File: config.mk
export PLATFORM = sky130hd
export DESIGN_NAME = qba_quad_byte_average
export DESIGN_NICKNAME = d
export VERILOG_FILES = /design/src/design/qba_pkg.sv /design/src/design/qba_quad_byte_average.sv
export SDC_FILE = /design/constraint.sdc
export NUM_CORES = 1
export LEC_CHECK = 0
export BUFFER_PORTS_ARGS = -buffer_cell sky130_fd_sc_hd__buf_2
export CELL_PAD_IN_SITES_DETAIL_PLACEMENT = 0
export CELL_PAD_IN_SITES_GLOBAL_PLACEMENT = 2
export CORE_MARGIN = 2
export CORE_UTILIZATION = 44
export CTS_BUF_LIST = sky130_fd_sc_hd__clkbuf_2
export CTS_CLUSTER_SIZE = 10
export DETAILED_ROUTE_END_ITERATION = 7
export GPL_TIMING_DRIVEN = 0
export HOLD_SLACK_MARGIN = 0.08
export PLACE_DENSITY_LB_ADDON = 0.1
export SLEW_MARGIN = 20
export SYNTH_ARGS = -nofsm -noshare
export SYNTH_HDL_FRONTEND = slang
export SYNTH_SLANG_ARGS = --single-unit
File: constraint.sdc
create_clock -name clock -period 10.6 [get_ports clock]
set_input_delay 2.12 -clock clock [delete_from_list [all_inputs] [get_ports clock]]
set_output_delay 2.12 -clock clock [all_outputs]
set_load 0.1 [all_outputs]
File: src/design/qba_pkg.sv
`default_nettype none

// Shared constants and carriers for the quad byte average unit.
package qba_pkg;

  // Register byte addresses on the APB slave.
  localparam logic [7:0] OFF_SRC0   = 8'h00;
  localparam logic [7:0] OFF_SRC1   = 8'h04;
  localparam logic [7:0] OFF_SRC2   = 8'h08;
  localparam logic [7:0] OFF_SRC3   = 8'h0C;
  localparam logic [7:0] OFF_IDX0   = 8'h10;
  localparam logic [7:0] OFF_IDX1   = 8'h14;
  localparam logic [7:0] OFF_CMD    = 8'h18;
  localparam logic [7:0] OFF_RESULT = 8'h1C;
  localparam logic [7:0] OFF_STATUS = 8'h20;
  localparam logic [7:0] OFF_ARITHMETIC_STATUS_WORD  = 8'h24;

  // Command word field positions.
  localparam int CMD_OP_BIT   = 0;
  localparam int CMD_DST_LSB  = 1;
  localparam int CMD_SRC0_LSB = 4;
  localparam int CMD_SRC1_LSB = 6;
  localparam int CMD_OPT_LSB  = 8;
  localparam int CMD_OPT_W    = 3;
  localparam int CMD_OPT_NUM  = 3;
  localparam int CMD_PAR_BIT  = 17;

  // Option slot codes; any slot may carry any code.
  localparam logic [2:0] OPT_NONE  = 3'h0;
  localparam logic [2:0] OPT_TRUNC = 3'h1;
  localparam logic [2:0] OPT_REV   = 3'h2;
  localparam logic [2:0] OPT_LOW   = 3'h3;
  localparam logic [2:0] OPT_HIGH  = 3'h4;

  // Source pair codes.
  localparam logic [1:0] PAIR_R10 = 2'h0;
  localparam logic [1:0] PAIR_R32 = 2'h1;

  // Status register bit positions.
  localparam int ST_DONE     = 0;
  localparam int ST_ILLEGAL  = 1;
  localparam int ST_LEN32    = 2;
  localparam int ST_PARALLEL = 3;
  localparam int ST_MISALIGN = 4;

  // Reset value and rounding mode bit position.
  localparam logic [31:0] RST_WORD  = 32'h0000_0000;
  localparam int          ARITHMETIC_STATUS_WORD_RND = 8;

  // Decoded operation carried from the decoder to the datapath.
  typedef struct packed {
    logic isHalf;
    logic trunc;
    logic rev;
    logic high;
    logic placed;
    logic bad;
  } qba_opts_t;

endpackage : qba_pkg

`default_nettype wire

File: src/design/qba_quad_byte_average.sv
// Notes on behaviour
// - Index low bits pick four consecutive bytes 3..0, 4..1, 5..2 or 6..3.
// - Averaging never raises a misalignment exception.
// - Word average rounds the mean up when the byte sum is odd.
// - Truncate option drops the fractional part of each mean.
// - Low bytes come from the lower register, or the higher under reverse.
// - Reverse only swaps the two registers of a pair; alignment unchanged.
// - Word average applies truncate and reverse together.
// - Half-word average: upper mean from bytes 3,2, lower from 1,0 of both.
// - Half-word mean is four-byte sum shifted right by two.
// - Half-word average offers rounding or truncation of each mean.
// - Low placement writes means into bits 7..0 and 23..16.
// - High placement writes means into bits 31..24 and 15..8.
// - Half-word average zeroes the destination bytes without a mean.
// - Half-word average aligns both pairs from index register zero.
// - The global rounding mode bit is ignored by both averages.
// - Option order in the command does not change the operation.
// - Both averages decode as 32-bit instructions.
// - Both averages may issue alongside 16-bit instructions.
// - Word average forms four lane means pairing lane k with lane k.
// - Word lane mean is two-byte sum shifted right by one.
// - Word average aligns pair one by index zero, pair two by index one.
//
// The APB slave port and the placing of the registers were left to the implementer.
`timescale 1ns/1ns
`default_nettype none

module qba_quad_byte_average (
  input  wire logic        clock,
  input  wire logic        srst,
  input  wire logic        psel,
  input  wire logic        penable,
  input  wire logic        pwrite,
  input  wire logic [7:0]  paddr,
  input  wire logic [31:0] pwdata,
  output var  logic [31:0] prdata,
  output var  logic        pready,
  output var  logic        pslverr,
  output var  logic        destWe,
  output var  logic [2:0]  destSel,
  output var  logic [31:0] destData
);

  // Address decode shared by reads and writes.
  function automatic logic isMapped(input logic [7:0] a);
    return (a[1:0] == 2'h0) && (a <= qba_pkg::OFF_ARITHMETIC_STATUS_WORD);
  endfunction

  // Option slots are ORed, so their order never matters.
  function automatic qba_pkg::qba_opts_t decodeOpts(input logic [31:0] c);
    qba_pkg::qba_opts_t o;
    logic [2:0]         code;
    o = '0;
    o.isHalf = c[qba_pkg::CMD_OP_BIT];
    for (int i = 0; i < qba_pkg::CMD_OPT_NUM; i++) begin
      code = c[qba_pkg::CMD_OPT_LSB + qba_pkg::CMD_OPT_W * i +: 3];
      case (code)
        qba_pkg::OPT_NONE:  o.bad = o.bad;
        qba_pkg::OPT_TRUNC: o.trunc = 1'b1;
        qba_pkg::OPT_REV:   o.rev = 1'b1;
        qba_pkg::OPT_LOW:   o.placed = 1'b1;
        qba_pkg::OPT_HIGH: begin
          o.high   = 1'b1;
          o.placed = 1'b1;
        end
        default:            o.bad = 1'b1;
      endcase
    end
    return o;
  endfunction

  // Eight-byte view of a pair, with the registers swapped under reverse.
  function automatic logic [31:0] alignPair(input logic [31:0] lo,
                                            input logic [31:0] hi,
                                            input logic        rev,
                                            input logic [1:0]  sh);
    logic [63:0] view;
    view = rev ? {lo, hi} : {hi, lo};
    return view[8 * sh +: 32];
  endfunction

  // Two-byte mean; the carry-in of one rounds odd sums upward.
  function automatic logic [7:0] avg2(input logic [7:0] a,
                                      input logic [7:0] b,
                                      input logic       t);
    logic [8:0] s;
    s = {1'b0, a} + {1'b0, b} + {8'h00, ~t};
    return s[8:1];
  endfunction

  // Four-byte mean; adding two before the shift rounds half up.
  function automatic logic [7:0] avg4(input logic [7:0] a,
                                      input logic [7:0] b,
                                      input logic [7:0] c,
                                      input logic [7:0] d,
                                      input logic       t);
    logic [9:0] s;
    s = {2'h0, a} + {2'h0, b} + {2'h0, c} + {2'h0, d} + {8'h00, ~t, 1'b0};
    return s[9:2];
  endfunction

  logic [31:0]        srcReg_q [4];
  logic [31:0]        idx0_q;
  logic [31:0]        idx1_q;
  logic [31:0]        cmd_q;
  logic [31:0]        result_q;
  logic [31:0]        status_q;
  logic [31:0]        arithmetic_status_word_q;
  logic [31:0]        prdata_q;
  logic               pready_q;
  logic               pslverr_q;
  logic               destWe_q;
  logic [2:0]         destSel_q;
  logic [31:0]        readMux;
  logic               wrDone;
  logic               issue;
  logic               illegal;
  logic               issueOk;
  qba_pkg::qba_opts_t curOpts;
  logic [1:0]         pairSel0;
  logic [1:0]         pairSel1;
  logic [31:0]        pair0Lo;
  logic [31:0]        pair0Hi;
  logic [31:0]        pair1Lo;
  logic [31:0]        pair1Hi;
  logic [1:0]         shift1;
  logic [31:0]        aligned0;
  logic [31:0]        aligned1;
  logic [31:0]        wordMean;
  logic [7:0]         halfMean [2];
  logic [31:0]        halfWord;
  logic [31:0]        nextResult;

  // A write completes on the second access cycle, when pready is high.
  assign wrDone  = psel && penable && pready_q && pwrite && isMapped(paddr);
  assign issue   = wrDone && (paddr == qba_pkg::OFF_CMD);
  assign curOpts = decodeOpts(pwdata);
  assign pairSel0 = pwdata[qba_pkg::CMD_SRC0_LSB +: 2];
  assign pairSel1 = pwdata[qba_pkg::CMD_SRC1_LSB +: 2];

  // Pairs other than 1:0 and 3:2 are refused rather than guessed at.
  assign illegal = curOpts.bad || (pairSel0 > qba_pkg::PAIR_R32)
                 || (pairSel1 > qba_pkg::PAIR_R32)
                 || (!curOpts.isHalf && curOpts.placed);
  assign issueOk = issue && !illegal;

  // Operand pairs from the data register copies.
  assign pair0Lo = srcReg_q[{pairSel0[0], 1'b0}];
  assign pair0Hi = srcReg_q[{pairSel0[0], 1'b1}];
  assign pair1Lo = srcReg_q[{pairSel1[0], 1'b0}];
  assign pair1Hi = srcReg_q[{pairSel1[0], 1'b1}];

  // Half-word average shares index zero for both pairs.
  assign shift1   = curOpts.isHalf ? idx0_q[1:0] : idx1_q[1:0];
  assign aligned0 = alignPair(pair0Lo, pair0Hi, curOpts.rev, idx0_q[1:0]);
  assign aligned1 = alignPair(pair1Lo, pair1Hi, curOpts.rev, shift1);

  // Four independent lane means for the word-result average.
  genvar g;
  for (g = 0; g < 4; g++) begin : gLane
    assign wordMean[8 * g +: 8] = avg2(aligned0[8 * g +: 8],
                                       aligned1[8 * g +: 8], curOpts.trunc);
  end

  // Two four-byte means for the half-word-result average.
  for (g = 0; g < 2; g++) begin : gHalf
    assign halfMean[g] = avg4(aligned0[16 * g +: 8], aligned0[16 * g + 8 +: 8],
                              aligned1[16 * g +: 8], aligned1[16 * g + 8 +: 8],
                              curOpts.trunc);
  end

  // Unused bytes are zero; placement picks the byte of each half-word.
  assign halfWord = curOpts.high
                  ? {halfMean[1], 8'h00, halfMean[0], 8'h00}
                  : {8'h00, halfMean[1], 8'h00, halfMean[0]};
  // The rounding mode bit in arithmetic_status_word_q is never consulted here.
  assign nextResult = curOpts.isHalf ? halfWord : wordMean;

  // Source data registers and index registers, written from the bus.
  always_ff @(posedge clock) begin
    if (srst) begin
      for (int i = 0; i < 4; i++) begin
        srcReg_q[i] <= qba_pkg::RST_WORD;
      end
      idx0_q <= qba_pkg::RST_WORD;
      idx1_q <= qba_pkg::RST_WORD;
    end else if (wrDone) begin
      for (int i = 0; i < 4; i++) begin
        if (paddr == qba_pkg::OFF_SRC0 + 8'(4 * i)) begin
          srcReg_q[i] <= pwdata;
        end
      end
      if (paddr == qba_pkg::OFF_IDX0) begin
        idx0_q <= pwdata;
      end
      if (paddr == qba_pkg::OFF_IDX1) begin
        idx1_q <= pwdata;
      end
    end
  end

  // Arithmetic status is software state only; an issue never touches it.
  always_ff @(posedge clock) begin
    if (srst) begin
      arithmetic_status_word_q <= qba_pkg::RST_WORD;
    end else if (wrDone && paddr == qba_pkg::OFF_ARITHMETIC_STATUS_WORD) begin
      arithmetic_status_word_q <= pwdata;
    end
  end

  // Command and status settle at the issuing write edge; result too, unless the command is illegal.
  always_ff @(posedge clock) begin
    if (srst) begin
      cmd_q    <= qba_pkg::RST_WORD;
      result_q <= qba_pkg::RST_WORD;
      status_q <= qba_pkg::RST_WORD;
    end else if (issue) begin
      cmd_q <= pwdata;
      if (!illegal) begin
        result_q <= nextResult;
      end
      status_q <= '0;
      status_q[qba_pkg::ST_DONE]     <= !illegal;
      status_q[qba_pkg::ST_ILLEGAL]  <= illegal;
      status_q[qba_pkg::ST_LEN32]    <= 1'b1;
      status_q[qba_pkg::ST_PARALLEL] <= pwdata[qba_pkg::CMD_PAR_BIT];
      // Alignment is done inside the pairs, so no fault is ever flagged.
      status_q[qba_pkg::ST_MISALIGN] <= 1'b0;
    end
  end

  // Destination write port: one pulse per legal issue.
  always_ff @(posedge clock) begin
    if (srst) begin
      destWe_q  <= 1'b0;
      destSel_q <= 3'h0;
    end else begin
      destWe_q <= issueOk;
      if (issueOk) begin
        destSel_q <= pwdata[qba_pkg::CMD_DST_LSB +: 3];
      end
    end
  end

  // Read multiplexer over the register map.
  always_comb begin
    readMux = qba_pkg::RST_WORD;
    case (paddr)
      qba_pkg::OFF_SRC0:   readMux = srcReg_q[0];
      qba_pkg::OFF_SRC1:   readMux = srcReg_q[1];
      qba_pkg::OFF_SRC2:   readMux = srcReg_q[2];
      qba_pkg::OFF_SRC3:   readMux = srcReg_q[3];
      qba_pkg::OFF_IDX0:   readMux = idx0_q;
      qba_pkg::OFF_IDX1:   readMux = idx1_q;
      qba_pkg::OFF_CMD:    readMux = cmd_q;
      qba_pkg::OFF_RESULT: readMux = result_q;
      qba_pkg::OFF_STATUS: readMux = status_q;
      qba_pkg::OFF_ARITHMETIC_STATUS_WORD:  readMux = arithmetic_status_word_q;
      default:             readMux = qba_pkg::RST_WORD;
    endcase
  end

  // One wait state keeps every APB output registered.
  always_ff @(posedge clock) begin
    if (srst) begin
      pready_q  <= 1'b0;
      pslverr_q <= 1'b0;
      prdata_q  <= qba_pkg::RST_WORD;
    end else begin
      pready_q  <= psel && penable && !pready_q;
      pslverr_q <= psel && penable && !pready_q && !isMapped(paddr);
      if (psel && penable && !pready_q && !pwrite) begin
        prdata_q <= readMux;
      end
    end
  end

  assign prdata   = prdata_q;
  assign pready   = pready_q;
  assign pslverr  = pslverr_q;
  assign destWe   = destWe_q;
  assign destSel  = destSel_q;
  assign destData = result_q;
endmodule : qba_quad_byte_average

`default_nettype wire

==> flow_summary.toml <==
[run_status]
status = "completed"

[clocking]
post_cts_resized = 0
cts_root_buf = "clkbuf_2"
cts_made_buffers = 91
clock-sinks = 329
h-tree-depth = 3
hold_buffers = 0
cts_setup_buffers = 0
worstSkewPairLatency_ps = 1100
clk_pin_slew_ps = 90
clockBufferDepth = 3
cts_tree = "done"

[sta]
slew_headroom_pct = 17.95
fmax_ghz = 0.1282
period_share_pct = 73.57
final_max_slew_viol_count = 0
worst_slew_pin_slew_ps = 1226
setup_tns_ps = 0
fin_worst_skew_ps = 106.3
hold_viol_final = 0
layout_setup_ws_ps = 2801
fin_crit_ps = 7799
finalSetupViolCount = 0
rsz0062_at_grt = "no"

[drt]
vias_per_cell = 6.081
num_vias = 18959
ant_nets = 0
drt_pre_antenna_iters = 6
avgRoutedWirePerCell_um = 29.25
drc = 0
routed_wl_mm = 91.19
initialDrtViolationCount = 1862

[yosys]
synth-seq-area-share_pct = 37.72
syn_area_um2 = 20860
yosysMostFrequentCell = "mux2i_1"
async_reset_ff_share_pct = 0
synth_seq_cells = 329
synth-main-ff-cell = "dfxtp_1"
synthCells = 2231
yosysUniqueCellTypes = 69
synth_area_leader_cell = "dfxtp_1"
synth_edf_count = 128
netlist.area_leader.share_pct = 19.29
synthTopCellsByCount = "344 x mux2i_1, 314 x nand2_1, 207 x a21oi_1"
syn_nets = 2358
postSynthAreaPerCell_um2 = 9.348
yosys_warnings = 0
yosys-top-cells-area = "dfxtp_1 19%, edfxtp_1 18%, mux2i_1 17%, nand2_1 5.7%, a21oi_1 5.0%"

[power]
power.density_nw_per_um2 = 134.7
ir_worst_vdd_uv = 68.33
power_leakage_nw = 9.590

[final_layout]
syn2layout_area_growth_pct = 10.97
post-route-util_pct = 49.61
final_cell_area_um2 = 23140
drive_gt1_share_pct = 14.11
finish.net_count = 2562

[setup_path]
cp-end-kind = "flip-flop"
critical_path_required_ps = 11520
crit_type = "input port to flip-flop"
start_kind = "input port"
regToRegSetupSlack_ps = 4260
worstRegToRegCells = 17
critPathArrivalTime_ps = 8720
worstPathMaxFanout = 10

[die]
fp.dieH_um = 221.7
die_x_um = 221.7
ios = 115
core_area_um2 = 46650
start_util_pct = 44.70
dieArea_um2 = 49160
core.rowCount = 79

[grt]
track_usage_pct = 36.38
antenna_found_initial = 2
grt_pass1_vias = 17972
grt_pass1_wl_mm = 127.8
grt_max_degree = 22
grt-ovfl-total = 0

[place]
gp_congestion = 1.034
placedInstanceArea_um2 = 22300
io_buffer_count = 105
pre_cts_slack_ps = 1921
hpwl_mm = 73.75

[worst_hold_path]
hp-class = "flip-flop to flip-flop"
whs_path_depth = 2

[flow_run]
maxCapViolations = 0
-- area by class of cell --
type | count | area (µm²)
Inverter | 91 | 341.6
Tap cell | 607 | 759.5
Antenna cell | 2 | 5.005
Timing Repair Buffer | 111 | 636.9
Multi-Input combinational cell | 1633 | 11980
Clock inverter | 19 | 98.84
Clock buffer | 148 | 740.7
Buffer | 178 | 711.9
Fill cell | 4528 | 23510
Sequential cell | 329 | 7868
-- worst paths after layout --
| path | from | to |
|---|---|---|
| worst max-delay path | pwdata[6] | destData[30]$_SDFFE_PP0P_ |
| worst min-delay path | destSel[0]$_SDFFE_PP0P_ | destSel[0]$_SDFFE_PP0P_ |
| worst max register to register | idx0_q[0]$_SDFFE_PP0P_ | destData[30]$_SDFFE_PP0P_ |
| worst min register to register | destSel[0]$_SDFFE_PP0P_ | destSel[0]$_SDFFE_PP0P_ |
-- per-layer routing --
| metal | track usage [%] | up-vias | share of wire [%] |
|---|---|---|---|
| met5 | 0 | - | 0 |
| met4 | 16.35 | 0 | 4.6 |
| met3 | 7.938 | 171 | 9.3 |
| met2 | 57.20 | 977 | 45 |
| met1 | 48.05 | 9344 | 41 |
| li1 | - | 8467 | - |
-- layout by cell type (no fill, tap or decap), types with 9 or more instances in the layout --
master    netlist  final
clkbuf_2        0    149
xnor2_1        21     21
o221ai_1       11     11
dfxtp_1       201    201
clkinv_1        0     11
a21o_1         12     12
edfxtp_1      128    128
and2_1        138    138
ha_1           50     50
o21ai_0        57     55
clkbuf_1      139    138
nand2_1       314    313
mux4_2         24     24
buf_1          19     19
mux2i_1       344    344
nand2b_1        9      9
fa_1           32     32
a31oi_1        29     29
xor2_1         18     18
nor2_1         77     77
nor2b_1        11     11
a22oi_1        56     56
a211oi_1       16     16
and3_1          9      9
mux2_2         17     17
inv_1          91     91
a21oi_1       207    207
buf_2          16    121
a221oi_1       35     35
nor3_1         25     25
-- through the flow --
| stage | total power, mW | hold slack (ps) | instances |
|---|---|---|---|
| global placement | 2.147 | 435.8 | 2943 |
| finish | 3.118 | 457.5 | 3118 |
| global route | 3.251 | 474.9 | 3117 |
| CTS | 3.113 | 459.9 | 3116 |
| detailed placement | 2.156 | 445.8 | 2949 |
| floorplan | 1.904 | 435.7 | 2231 |
-- power by group --
part	total (mW)	internal (mW)	leakage, nW	switching, mW
logic	0.800	0.288	5.98	0.513
clock network	0.968	0.372	0.662	0.596
registers	1.35	1.33	2.95	0.0229
-- cell families (layout without fill, tap and decap cells) --
| kind of cell | count (synthesis) | count (layout) | synth area share (%) |
|---|---|---|---|
| buf+inv | 269 | 547 | 5.045 |
| xor+xnor | 39 | 39 | 1.638 |
| compound gates | 495 | 495 | 15.17 |
| mux | 386 | 386 | 20.13 |
| simple gates | 631 | 631 | 14.22 |
| other cells | 0 | 2 | 0 |
| fa+ha+maj | 82 | 82 | 6.071 |
| flops | 329 | 329 | 37.72 |
-- flip-flops by register name, summed over array words and instances (netlist names), 3 cells and up --
| register | flops |
|---|---|
| srcReg_q | 128 |
| destData | 32 |
| cmd_q | 32 |
| prdata | 32 |
| destSel | 3 |
| status_q | 3 |
| idx0_q | 32 |
| idx1_q | 32 |
| arithmetic_status_word_q | 32 |
-- worst max-delay path, stage by stage --
cell	delay, ps
buf_2	110
buf_1	530
buf_1	700
buf_1	720
mux2i_1	450
mux2i_1	140
mux2i_1	430
inv_1	130
fa_1	550
inv_1	50
fa_1	450
ha_1	350
nand4_1	290
a31oi_2	490
nor3_2	160
o31ai_2	320
xor2_1	320
a2bb2oi_1	120
a211oi_1	250
Power figures use the tool's default switching activity.
